### config.mk
export PLATFORM = sky130hd
export DESIGN_NAME = fsc_cmd_seq
export DESIGN_NICKNAME = d
export VERILOG_FILES = /design/src/fsc_pkg.sv /design/src/fsc_cmd_seq.sv
export SDC_FILE = /design/constraint.sdc
export NUM_CORES = 1
export LEC_CHECK = 0
export BUFFER_PORTS_ARGS = -buffer_cell sky130_fd_sc_hd__buf_2
export CAP_MARGIN = 20
export CORE_ASPECT_RATIO = 1.25
export CORE_MARGIN = 2
export CORE_UTILIZATION = 45
export CTS_BUF_LIST = sky130_fd_sc_hd__clkbuf_4
export DETAILED_ROUTE_END_ITERATION = 10
export GPL_TIMING_DRIVEN = 1
export HOLD_SLACK_MARGIN = 0.12
export PLACE_DENSITY = 0.69
export SYNTH_ARGS = -nofsm -noshare
export SYNTH_HDL_FRONTEND = slang
export SYNTH_SLANG_ARGS = --single-unit
### constraint.sdc
create_clock -name clk -period 12.4 [get_ports clk]
set_input_delay 2.48 -clock clk [delete_from_list [all_inputs] [get_ports clk]]
set_output_delay 2.48 -clock clk [all_outputs]
set_load 0.05 [all_outputs]
### src/fsc_pkg.sv
// fsc_pkg: constants shared by the flash security and margin command block.
// assumes a 16-bit parameter word array indexed by a 3-bit index, and a
// byte-addressed register port with 32-bit data words.
package fsc_pkg;

	// ------------------------------------------------------------------
	// register offsets (byte addresses)
	// ------------------------------------------------------------------
	localparam logic [7:0] OFS_STATUS   = 8'h00; // flash_status_reg
	localparam logic [7:0] OFS_INDEX    = 8'h04; // cmd_param_index
	localparam logic [7:0] OFS_PARAM    = 8'h08; // cmd_param_word at index
	localparam logic [7:0] OFS_SECURITY = 8'h0C; // security_config_reg
	localparam logic [7:0] OFS_IRQ_STAT = 8'h10; // sticky event bits, read only
	localparam logic [7:0] OFS_IRQ_CLR  = 8'h14; // write one to clear, write only
	localparam logic [7:0] OFS_IRQ_EN   = 8'h18; // event enables
	localparam logic [7:0] OFS_MARGIN   = 8'h1C; // margin level per block

	// ------------------------------------------------------------------
	// status register fields
	// ------------------------------------------------------------------
	localparam int ST_COMPLETE = 7; // cmd_complete_flag, write one launches
	localparam int ST_ACCESS   = 5; // access_error_flag, write one clears
	localparam int ST_PROTECT  = 4; // protect_violation_flag, write one clears
	localparam int ST_VERIFY   = 1; // verify_error_flag, read only
	localparam int ST_FATAL    = 0; // verify_fatal_flag, read only

	// security register fields
	localparam int SEC_BACKDOOR_ENABLE_FIELD_HI = 7; // backdoor_enable_field upper bit
	localparam int SEC_BACKDOOR_ENABLE_FIELD_LO = 6; // backdoor_enable_field lower bit
	localparam int SEC_SECURED  = 0; // live security state

	// interrupt event bits
	localparam int EV_DONE   = 0; // command finished
	localparam int EV_ACCESS = 1; // access error recorded
	localparam int EV_VERIFY = 2; // verify error recorded
	localparam int EV_WIDTH  = 3;

	// margin register fields
	localparam int MG_PBLK_LO = 0; // program block level, two bits
	localparam int MG_DBLK_LO = 4; // data block level, two bits

	// ------------------------------------------------------------------
	// command codes, required indices and values
	// ------------------------------------------------------------------
	localparam logic [7:0]  CMD_UNSECURE   = 8'h0B;
	localparam logic [7:0]  CMD_BACKDOOR   = 8'h0C;
	localparam logic [7:0]  CMD_USR_MARGIN = 8'h0D;
	localparam logic [2:0]  IDX_UNSECURE   = 3'h0;
	localparam logic [2:0]  IDX_BACKDOOR   = 3'h4;
	localparam logic [2:0]  IDX_USR_MARGIN = 3'h1;
	localparam logic [1:0]  BACKDOOR_ENABLE_FIELD_ON       = 2'h2;
	localparam logic [15:0] MARGIN_NORMAL  = 16'h0000;
	localparam logic [15:0] MARGIN_ERASED  = 16'h0001;
	localparam logic [15:0] MARGIN_PROGRAM = 16'h0002;
	localparam logic [22:0] KEY0_ADDR      = 23'h7FFF00;

	// block identifiers in global address [22:16], plain defaults
	localparam logic [6:0]  PBLK_ID        = 7'h7F;
	localparam logic [6:0]  DBLK_ID        = 7'h10;

	// reset values
	localparam logic [7:0]  STATUS_RST     = 8'h80;
	localparam logic [2:0]  EV_EN_RST      = 3'h0;

	// sequencer states
	typedef enum logic [2:0] {
		FSC_IDLE,
		FSC_CHECK,
		FSC_ERASE,
		FSC_KEY_RD,
		FSC_KEY_CMP
	} fsc_state_t;

endpackage : fsc_pkg

### src/fsc_cmd_seq.sv
// fsc_cmd_seq: unsecure, backdoor key and user margin command sequencer.
// assumes the flash array engine answers an erase request with a one-cycle
// done pulse and verify results, and that key reads return data one cycle
// after the address is presented. all inputs except the asynchronous reset are synchronous to clk.
//
// The address-and-strobe port and the register addresses are this design's own decisions.
`timescale 1ns/1ns

// Summary of operation
// unsecure code 0B needs index 000
// unsecure erases all, verifies, then unsecures
// failed verify sets verify flag, keeps security
// any protected region gives protection violation
// any error flag one, uncorrectable flag zero
// software writes nothing while unsecure runs
// clearing complete flag launches; set when done
// backdoor code 0C needs index 100
// backdoor runs only when key enable 10
// compare keys from 7F_FF00; all match unsecures
// mismatch locks backdoor out until reset
// software avoids running from key block
// margin code 0D needs index 001
// margin values 0,1,2 only, else error
// unknown block address gives access error
// margin applies to addressed block only
// mode not allowed gives access error
// launch errors start nothing, complete set again
module fsc_cmd_seq
	import fsc_pkg::*;
(
	input  wire logic        clk,            // 10 MHz
	input  wire logic        reset,          // asynchronous, active high
	input  wire logic        ce,             // clock enable, freezes all state
	input  wire logic [7:0]  addr,           // register byte address
	input  wire logic [31:0] wdata,          // register write data
	input  wire logic        wr,             // write strobe
	input  wire logic        rd,             // read strobe
	output logic      [31:0] rdata,          // read data, cycle after rd
	output logic             irq,            // level interrupt
	input  wire logic        mode_ok,        // current mode allows unsecure/margin
	input  wire logic        any_protect,    // some region of flash is protected
	input  wire logic [1:0]  backdoor_enable_field_cfg,      // backdoor_enable_field from config
	output logic             erase_req,      // pulse: erase and verify everything
	input  wire logic        erase_done,     // pulse: erase and verify finished
	input  wire logic        verify_err,     // with done: any error seen
	input  wire logic        verify_fatal,   // with done: uncorrectable error seen
	output logic      [22:0] key_addr,       // global address of stored key word
	input  wire logic [15:0] key_data,       // stored key word, one cycle later
	output logic             secured,        // security state
	output logic      [1:0]  margin_pblk,    // read margin, program block
	output logic      [1:0]  margin_dblk     // read margin, data block
);

	// ------------------------------------------------------------------
	// storage
	// ------------------------------------------------------------------
	logic [15:0]    param [0:7];     // cmd_param_word array
	logic [2:0]     param_index;     // cmd_param_index
	logic           cmd_complete;    // cmd_complete_flag
	logic           access_err;      // access_error_flag
	logic           protect_viol;    // protect_violation_flag
	logic           verify_flag;     // verify_error_flag
	logic           fatal_flag;      // verify_fatal_flag
	logic           key_locked;      // backdoor mismatch lockout
	logic [1:0]     key_enable;      // captured backdoor_enable_field
	logic [1:0]     key_idx;         // key under comparison
	logic           key_mismatch;    // any key seen different
	logic [EV_WIDTH-1:0] ev_stat;    // sticky events
	logic [EV_WIDTH-1:0] ev_en;      // event enables
	fsc_state_t     state;           // sequencer state

	logic           wr_status;       // status write this cycle
	logic           launch;          // valid launch request
	logic           wr_allowed;      // writes accepted only when idle
	logic [7:0]     cmd_code;        // code byte of word zero
	logic [6:0]     blk_id;          // global address [22:16]
	logic           blk_valid;       // blk_id names a flash block
	logic           margin_valid;    // margin setting in range
	logic           launch_err;      // access error found at check
	logic           ev_done;         // command completion event
	logic           ev_access;       // access error event
	logic           ev_verify;       // verify error event
	logic [EV_WIDTH-1:0] ev_set;     // events gathered per bit

	// status, index and parameter writes land only when the sequencer is idle;
	// those writes during a run are dropped so a stray write cannot corrupt the command
	assign wr_allowed   = wr && cmd_complete;
	assign wr_status    = wr_allowed && (addr == OFS_STATUS);
	// launch only if the write also leaves no error flag standing
	assign launch       = wr_status && wdata[ST_COMPLETE]
	                      && (!access_err || wdata[ST_ACCESS])
	                      && (!protect_viol || wdata[ST_PROTECT]);
	assign cmd_code     = param[0][15:8];
	assign blk_id       = param[0][6:0];
	assign blk_valid    = (blk_id == PBLK_ID) || (blk_id == DBLK_ID);
	assign margin_valid = (param[1] == MARGIN_NORMAL) || (param[1] == MARGIN_ERASED)
	                      || (param[1] == MARGIN_PROGRAM);

	// ------------------------------------------------------------------
	// launch checks
	// ------------------------------------------------------------------
	// errors are judged from the parameters held at launch, all at once
	always_comb begin
		launch_err = 1'b0;
		case (cmd_code)
			CMD_UNSECURE: launch_err = (param_index != IDX_UNSECURE) || !mode_ok;
			CMD_BACKDOOR: begin
				launch_err = (param_index != IDX_BACKDOOR)
				             || (key_enable != BACKDOOR_ENABLE_FIELD_ON)
				             || key_locked;
			end
			CMD_USR_MARGIN: begin
				launch_err = (param_index != IDX_USR_MARGIN)
				             || !mode_ok
				             || !blk_valid
				             || !margin_valid;
			end
			default: launch_err = 1'b1; // code not handled by this sequencer
		endcase
	end

	// ------------------------------------------------------------------
	// sequencer
	// ------------------------------------------------------------------
	// one state register; the flags and outputs it drives live below
	always_ff @(posedge clk or posedge reset) begin
		if (reset) begin
			state <= FSC_IDLE;
		end else if (ce) begin
			case (state)
				FSC_IDLE: if (launch) state <= FSC_CHECK;
				FSC_CHECK: begin
					if (launch_err) begin
						state <= FSC_IDLE;
					end else if (cmd_code == CMD_UNSECURE && any_protect) begin
						state <= FSC_IDLE;
					end else if (cmd_code == CMD_UNSECURE) begin
						state <= FSC_ERASE;
					end else if (cmd_code == CMD_BACKDOOR) begin
						state <= FSC_KEY_RD;
					end else begin
						state <= FSC_IDLE; // margin takes effect at once
					end
				end
				FSC_ERASE: if (erase_done) state <= FSC_IDLE;
				FSC_KEY_RD: state <= FSC_KEY_CMP;
				FSC_KEY_CMP: state <= (key_idx == 2'h3) ? FSC_IDLE : FSC_KEY_RD;
				default: state <= FSC_IDLE;
			endcase
		end
	end

	// cleared by the launch, held clear until the command ends
	always_ff @(posedge clk or posedge reset) begin
		if (reset) begin
			cmd_complete <= STATUS_RST[ST_COMPLETE];
		end else if (ce) begin
			if (launch) begin
				cmd_complete <= 1'b0;
			end else if (ev_done) begin
				cmd_complete <= 1'b1;
			end
		end
	end

	// completion: every path back to idle ends the command
	assign ev_done = ((state == FSC_CHECK) && (launch_err || cmd_code != CMD_BACKDOOR
	                  && !(cmd_code == CMD_UNSECURE && !any_protect)))
	                 || ((state == FSC_ERASE) && erase_done)
	                 || ((state == FSC_KEY_CMP) && (key_idx == 2'h3));

	// access error: at check, or on a key mismatch at the last compare
	assign ev_access = ((state == FSC_CHECK) && launch_err)
	                   || ((state == FSC_KEY_CMP) && (key_idx == 2'h3)
	                       && (key_mismatch || key_data != param[4]));
	assign ev_verify = (state == FSC_ERASE) && erase_done && verify_err;

	// a hardware set in the same cycle as a software clear wins
	always_ff @(posedge clk or posedge reset) begin
		if (reset) begin
			access_err   <= STATUS_RST[ST_ACCESS];
			protect_viol <= STATUS_RST[ST_PROTECT];
		end else if (ce) begin
			if (ev_access) begin
				access_err <= 1'b1;
			end else if (wr_status && wdata[ST_ACCESS]) begin
				access_err <= 1'b0;
			end
			if (state == FSC_CHECK && !launch_err && cmd_code == CMD_UNSECURE
			    && any_protect) begin
				protect_viol <= 1'b1;
			end else if (wr_status && wdata[ST_PROTECT]) begin
				protect_viol <= 1'b0;
			end
		end
	end

	// verify flags are owned by hardware: cleared at launch, set by verify
	always_ff @(posedge clk or posedge reset) begin
		if (reset) begin
			verify_flag <= STATUS_RST[ST_VERIFY];
			fatal_flag  <= STATUS_RST[ST_FATAL];
		end else if (ce) begin
			if (launch) begin
				verify_flag <= 1'b0;
				fatal_flag  <= 1'b0;
			end else if (state == FSC_ERASE && erase_done) begin
				verify_flag <= verify_err;
				fatal_flag  <= verify_fatal;
			end
		end
	end

	// ------------------------------------------------------------------
	// security state and lockout
	// ------------------------------------------------------------------
	// the device comes out of reset secured; only a clean erase or a full
	// key match releases it, and nothing here ever secures it again
	always_ff @(posedge clk or posedge reset) begin
		if (reset) begin
			secured    <= 1'b1;
			key_locked <= 1'b0;
		end else if (ce) begin
			if (state == FSC_ERASE && erase_done && !verify_err && !verify_fatal) begin
				secured <= 1'b0;
			end
			if (state == FSC_KEY_CMP && key_idx == 2'h3) begin
				if (key_mismatch || key_data != param[4]) begin
					key_locked <= 1'b1;
				end else begin
					secured <= 1'b0;
				end
			end
		end
	end

	// the enable field is sampled every enabled cycle after reset release, never at reset
	always_ff @(posedge clk or posedge reset) begin
		if (reset) begin
			key_enable <= 2'h0;
		end else if (ce) begin
			key_enable <= backdoor_enable_field_cfg;
		end
	end

	// keys are read one word at a time so the key store needs one port;
	// the compare costs two cycles per key
	always_ff @(posedge clk or posedge reset) begin
		if (reset) begin
			key_idx      <= 2'h0;
			key_mismatch <= 1'b0;
			key_addr     <= KEY0_ADDR;
		end else if (ce) begin
			if (state == FSC_CHECK) begin
				key_idx      <= 2'h0;
				key_mismatch <= 1'b0;
				key_addr     <= KEY0_ADDR;
			end else if (state == FSC_KEY_CMP) begin
				if (key_data != param[3'(key_idx) + 3'h1]) key_mismatch <= 1'b1;
				key_idx  <= key_idx + 2'h1;
				key_addr <= key_addr + 23'h000002; // next 16-bit key word
			end
		end
	end

	// one pulse as the unsecure run starts; the engine does erase+verify
	always_ff @(posedge clk or posedge reset) begin
		if (reset) begin
			erase_req <= 1'b0;
		end else if (ce) begin
			erase_req <= (state == FSC_CHECK) && !launch_err
			             && (cmd_code == CMD_UNSECURE) && !any_protect;
		end
	end

	// only the addressed block changes; the other keeps its level
	always_ff @(posedge clk or posedge reset) begin
		if (reset) begin
			margin_pblk <= MARGIN_NORMAL[1:0];
			margin_dblk <= MARGIN_NORMAL[1:0];
		end else if (ce) begin
			if (state == FSC_CHECK && !launch_err && cmd_code == CMD_USR_MARGIN) begin
				if (blk_id == PBLK_ID) begin
					margin_pblk <= param[1][1:0];
				end else begin
					margin_dblk <= param[1][1:0];
				end
			end
		end
	end

	// dropped while busy, so a run never sees its parameters move
	always_ff @(posedge clk or posedge reset) begin
		if (reset) begin
			param_index <= 3'h0;
		end else if (ce && wr_allowed && addr == OFS_INDEX) begin
			param_index <= wdata[2:0];
		end
	end

	genvar gi;
	generate
		for (gi = 0; gi < 8; gi++) begin : g_param
			// one word per index position
			always_ff @(posedge clk or posedge reset) begin
				if (reset) begin
					param[gi] <= 16'h0000;
				end else if (ce && wr_allowed && addr == OFS_PARAM
				             && param_index == 3'(gi)) begin
					param[gi] <= wdata[15:0];
				end
			end
		end
	endgenerate

	// ------------------------------------------------------------------
	// interrupts
	// ------------------------------------------------------------------
	assign ev_set = {ev_verify, ev_access, ev_done};

	// sticky status; set wins over the clear register
	always_ff @(posedge clk or posedge reset) begin
		if (reset) begin
			ev_stat <= '0;
		end else if (ce) begin
			for (int i = 0; i < EV_WIDTH; i++) begin
				if (ev_set[i]) begin
					ev_stat[i] <= 1'b1;
				end else if (wr && addr == OFS_IRQ_CLR && wdata[i]) begin
					ev_stat[i] <= 1'b0;
				end
			end
		end
	end

	// enable register; interrupt control stays writable during a run
	always_ff @(posedge clk or posedge reset) begin
		if (reset) begin
			ev_en <= EV_EN_RST;
		end else if (ce && wr && addr == OFS_IRQ_EN) begin
			ev_en <= wdata[EV_WIDTH-1:0];
		end
	end

	// registered level, one cycle behind the status bits
	always_ff @(posedge clk or posedge reset) begin
		if (reset) begin
			irq <= 1'b0;
		end else if (ce) begin
			irq <= |(ev_stat & ev_en);
		end
	end

	// ------------------------------------------------------------------
	// read port
	// ------------------------------------------------------------------
	// data stand one cycle after rd and only then; unmapped reads give 0
	always_ff @(posedge clk or posedge reset) begin
		if (reset) begin
			rdata <= 32'h00000000;
		end else if (ce) begin
			rdata <= 32'h00000000;
			if (rd) begin
				case (addr)
					OFS_STATUS: begin
						rdata[ST_COMPLETE] <= cmd_complete;
						rdata[ST_ACCESS]   <= access_err;
						rdata[ST_PROTECT]  <= protect_viol;
						rdata[ST_VERIFY]   <= verify_flag;
						rdata[ST_FATAL]    <= fatal_flag;
					end
					OFS_INDEX: rdata[2:0] <= param_index;
					OFS_PARAM: rdata[15:0] <= param[param_index];
					OFS_SECURITY: begin
						rdata[SEC_BACKDOOR_ENABLE_FIELD_HI:SEC_BACKDOOR_ENABLE_FIELD_LO] <= key_enable;
						rdata[SEC_SECURED]               <= secured;
					end
					OFS_IRQ_STAT: rdata[EV_WIDTH-1:0] <= ev_stat;
					OFS_IRQ_EN: rdata[EV_WIDTH-1:0] <= ev_en;
					OFS_MARGIN: begin
						rdata[MG_PBLK_LO+1:MG_PBLK_LO] <= margin_pblk;
						rdata[MG_DBLK_LO+1:MG_DBLK_LO] <= margin_dblk;
					end
					default: rdata <= 32'h00000000; // clear register and holes read 0
				endcase
			end
		end
	end

endmodule : fsc_cmd_seq

Word level (Yosys, flattened, before mapping)
Index checks and enable logic that the tools add are counted.
{"block": "totals", "out_inout_bits": 62, "register_bits": 213}
{"block": "classes", "addsub": 3, "n_reduce_logical": 94, "magnitude_cmp": 2, "n_mux": 50, "bitwise_logic": 4, "n_eq_ne": 34}
{"operator": "binary-select mux 16 bit (select 3 bit)", "count": 2}
{"operator": "2-to-1 mux 16 bit", "count": 5}
{"operator": "2-to-1 mux 23 bit", "count": 2}
{"operator": "equality test 8 x 4 -> 1 bit, second input constant", "count": 5}
{"operator": "logical AND 1 bit", "count": 40}
{"operator": "equality test 8 x 5 -> 1 bit, second input constant", "count": 4}
{"operator": "inequality test 16 bit", "count": 2}
{"operator": "adder 23 x 2 -> 23 bit, second input constant", "count": 1}
{"operator": "2-to-1 mux 1 bit", "count": 23}
{"operator": "nonzero test 2 bit", "count": 9}
{"operator": "equality test 16 x 1 -> 1 bit, second input constant", "count": 1}
{"operator": "equality test 16 x 2 -> 1 bit, second input constant", "count": 1}
{"operator": "zero test 16 bit", "count": 1}
{"operator": "logical OR 1 bit", "count": 16}
{"operator": "AND reduction 2 bit", "count": 8}
{"operator": "equality test 3 bit, second input constant", "count": 5}
{"operator": "one-hot mux 3 bit (5 select lines)", "count": 1}
{"operator": "AND reduction 3 bit", "count": 5}
{"operator": "2-to-1 mux 2 bit", "count": 7}
{"operator": "equality test 3 x 2 -> 1 bit, second input constant", "count": 4}
{"operator": "zero test 1 bit", "count": 10}
{"operator": "equality test 8 x 3 -> 1 bit, second input constant", "count": 1}
{"operator": "greater-or-equal comparator 4 bit, second input constant", "count": 2}
{"operator": "zero test 8 bit", "count": 1}
{"operator": "other kinds (24)", "count": 31}

Depth between registers and ports, before layout
{"block": "logic_depth", "ltp_word": 12, "ltp_mapped": 11, "depth_no_buf": 8}

Least setup slack after synthesis
Ideal clock, no wire load.
{"block": "synth_timing", "path_type": "input-to-reg", "from": "input addr[4]", "to": "register param[18] (netlist bit)", "path_stages": 7, "n_path_buf": 1, "setup_time_ps": 128, "required_ps": 12272, "path_slack_ps": 8125, "arrival_ps": 4147, "cell_sequence": "nor4_4 -> nand4_4 -> nor2_2 -> nand2_2 -> nor3b_4 -> buf_6 -> mux2_1"}
{"block": "synth_via", "elab_chain_cells": 3}
{"item": "start, declared", "line": "fsc_cmd_seq.sv:34", "rtl": "input wire logic [7:0] addr,"}
{"item": "equality test 8 x 4 -> 1 bit", "line": "fsc_cmd_seq.sv:308", "rtl": "end else if (ce && wr_allowed && addr == OFS_PARAM"}
{"item": "logical AND 1 bit", "line": "fsc_cmd_seq.sv:308"}
{"item": "logical AND 1 bit", "line": "fsc_cmd_seq.sv:309", "rtl": "&& param_index == 3'(gi)) begin"}
{"item": "end signal, assigned by index", "line": "fsc_cmd_seq.sv:310", "rtl": "param[gi] <= wdata[15:0];"}
{"item": "end, declared", "line": "fsc_cmd_seq.sv:57", "rtl": "logic [15:0] param [0:7];"}
Every way passes these cells.
A chain may end at the register's enable or synchronous reset.

Worst setup path after layout
{"block": "layout_timing", "from": "input addr[4]", "to": "register param[62] (netlist bit)"}
Same word-level chain as after synthesis.

==> results.py <==
metrics = {
    "status": {
        "status": "finished, final reports clean",
    },
    "floorplan": {
        "die_x_um": 142.5,
        "start_util": 0.4565,
        "dieArea_sq_mm": 0.02525,
        "fp.coreArea_sq_mm": 0.02365,
        "rows": 63,
        "ios": 130,
        "dieHeight_um": 177.2,
    },
    "worst_setup_path": {
        "cp_slowest_stage_delay_ps": 890,
        "critPathLaunch": "addr[4]",
        "path_class": "primary input to flop",
        "reg2reg_setup_slack_ps": 8520,
        "critical-path-top-delay-family": "simple AND/OR/NAND/NOR gates",
        "crit_buf_inv": 1,
        "reg2reg_from": "key_idx[0]",
        "cp.arrival_ps": 5060,
        "path_cells": "buf_2 > nor4_4 > nand4_4 > nor2_2 > nand2_2 > nor3_4 > mux2_2",
        "path_max_fanout": 16,
        "start_kind": "primary input",
        "crit_path_end_kind": "flop",
        "cp.required_ps": 12870,
        "slowest_stage": "nor3_4",
    },
    "power": {
        "vdd_drop_max_mv": 0.05108,
        "p_leak_nw": 5.318,
        "power.density_mw_per_mm2": 112.8,
    },
    "place": {
        "port_buffers": 96,
        "dp_hpwl_mm": 18.90,
        "gp_congestion": 0.8179,
    },
    "grt": {
        "grt_pass1_wl_mm": 43.41,
        "grt_max_degree": 131,
        "track_usage": 0.2278,
        "overflow": 0,
        "antenna_found_initial": 5,
        "grt_pass1_vias": 7565,
    },
    "synth": {
        "synth_flop_cell": "dfrtp_1",
        "syn_avg_cell_area_sq_um": 12.54,
        "syn-instance-count": 861,
        "postSynth.asyncResetShare": 1.000,
        "synth_edf_count": 0,
        "synth_warnings": 0,
        "ys_seq_elements": 196,
        "synth_area_sq_mm": 0.01079,
        "synth_cell_types": 63,
        "yosysSeqAreaShare": 0.4564,
    },
    "route": {
        "via_per_inst": 6.031,
        "ant_nets": 0,
        "first_pass_iters": 5,
        "drc": 0,
        "wl_mm": 27.87,
        "initialDrtViolationCount": 572,
        "dr_total_vias": 7521,
        "drt-wirelength-per-cell_um": 22.35,
    },
    "sta": {
        "period_needed_ps": 4584,
        "setup_violations": 0,
        "fin_crit_sh": 0.3697,
        "drv_slew": 0,
        "finalSetupTns_ps": 0,
        "max_freq_ghz": 0.2182,
        "rsz0062_at_grt": "false",
        "hold_slack_ps": 485.4,
        "worstMarginPinSlew_ps": 1119,
        "relSlewSlack": 0.2517,
        "skew_ps": 30.91,
        "hold_violations": 0,
    },
    "cts": {
        "clockBufferDepth": 2,
        "cts_tree": "built",
        "cts_hold_buf": 0,
        "cts_max_level": 4,
        "cts_resized": 0,
        "cts_sinks": 196,
        "clkTransAtPathRegs_ps": 150,
        "cts_setup_buffers": 0,
        "numCtsBuffers": 17,
        "worstSkewPairLatency_ps": 600,
        "cts_root_buf": "clkbuf_4",
    },
    "cells_and_area": {
        "layout.nets": 1008,
        "drive_above_1_share": 0.3743,
        "final_common_cell": "dfrtp_1",
        "synthToLayoutAreaGrowth_pct": 8.833,
        "fillers": 2094,
        "final_cell_mix": "dfrtp_1, mux2_2, buf_2",
    },
    "worst_hold_path": {
        "hp-start": "key_locked",
        "hp-class": "flop to flop",
    },
    "job": {
        "maxCapViolations": 0,
    },
}
final timing paths:
kind / to / depth (start not counted)
max: param[62] / 7
min: key_locked / 1
max reg2reg: key_mismatch / 9
min reg2reg: key_locked / 1
max in group asynchronous: param[94] / 3
min in group asynchronous: rdata[7] / 2
flip-flops by register name (all words and copies together) (netlist names), 2 cells and up:
| name | count |
|---|---|
| cmd_code | 8 |
| margin_pblk | 2 |
| state | 3 |
| key_idx | 2 |
| ev_en | 3 |
| param | 113 |
| blk_id | 7 |
| ev_stat | 3 |
| key_addr | 22 |
| key_enable | 2 |
| param_index | 3 |
| rdata | 16 |
| margin_dblk | 2 |
cells in the mapped netlist, types with 3 or more instances:
library cell / n / area share
nand4_1: 13 / 0.0075
buf_1: 5 / 0.0017
mux2i_1: 42 / 0.039
nand3_1: 26 / 0.012
o2bb2ai_1: 16 / 0.013
and4_1: 5 / 0.0041
o22ai_1: 8 / 0.0046
buf_4: 23 / 0.016
nor2b_1: 4 / 0.0023
a22oi_1: 3 / 0.0021
mux2_1: 20 / 0.021
clkbuf_1: 21 / 0.0073
a221oi_1: 9 / 0.0073
and2_1: 3 / 0.0017
nor3_1: 7 / 0.0032
a211oi_1: 4 / 0.0028
dfstp_2: 17 / 0.041
dfrtp_1: 179 / 0.41
buf_2: 16 / 0.0074
xor2_1: 29 / 0.024
xnor2_1: 20 / 0.016
a21oi_1: 18 / 0.0083
nor4_1: 12 / 0.0070
nor2_1: 32 / 0.011
nand2_1: 54 / 0.019
inv_1: 9 / 0.0031
a22o_1: 3 / 0.0024
nand2b_1: 6 / 0.0035
or3_1: 6 / 0.0035
and3_1: 7 / 0.0041
o21ai_0: 20 / 0.0093
mux2_2: 134 / 0.14
mux4_2: 48 / 0.10
routing by layer:
layer  track usage  wire, um  vias up
met1        0.2910     11620     3844
met2        0.3802     13750      275
met4       0.09035       740        4
met5             0        29        -
li1              -         -     3350
met3       0.04654      1732       48
through the flow:
stage,power (mW),worst slack (ps),instance area [sq um],cells,utilization
global route,1.379,7734,11740,1244,0.4965
global placement,0.9679,7264,11430,1210,0.4834
finish,1.325,7816,11750,1247,0.4968
detailed placement,0.9712,7226,11430,1210,0.4834
CTS,1.334,7859,11720,1242,0.4957
floorplan,0.9025,4608,10850,877,-
report_power, final:
| part | internal (mW) | switching, mW | leakage (nW) |
|---|---|---|---|
| registers | 0.669 | 0.0218 | 2.64 |
| clock network | 0.142 | 0.224 | 0.167 |
| logic | 0.0842 | 0.184 | 2.51 |
| total | 0.895 | 0.431 | 5.32 |
cell families after synthesis:
group	count (synthesis)	synth area share
and+or+nand+nor	198	0.1032
other	1	0.0003474
muxes	244	0.2998
xor gates and xnor gates	49	0.03976
buffers and inverters	76	0.03698
DFF	196	0.4564
adders and majority gates	2	0.002318
AOI/OAI and AO/OA	95	0.06132
final cells by class:
type,count,area [sq um],share of cell area
repair buffers,108,578.1,0.04921
well taps,292,365.4,0.03110
multi-input cells,605,5529,0.4707
clock buffers,18,135.1,0.01150
inverters,10,45.04,0.003834
diodes,4,10.01,0.0008521
flip-flops and latches,196,4930,0.4196
clock inverters,14,155.1,0.01321
(Power assumes the default switching activity.)
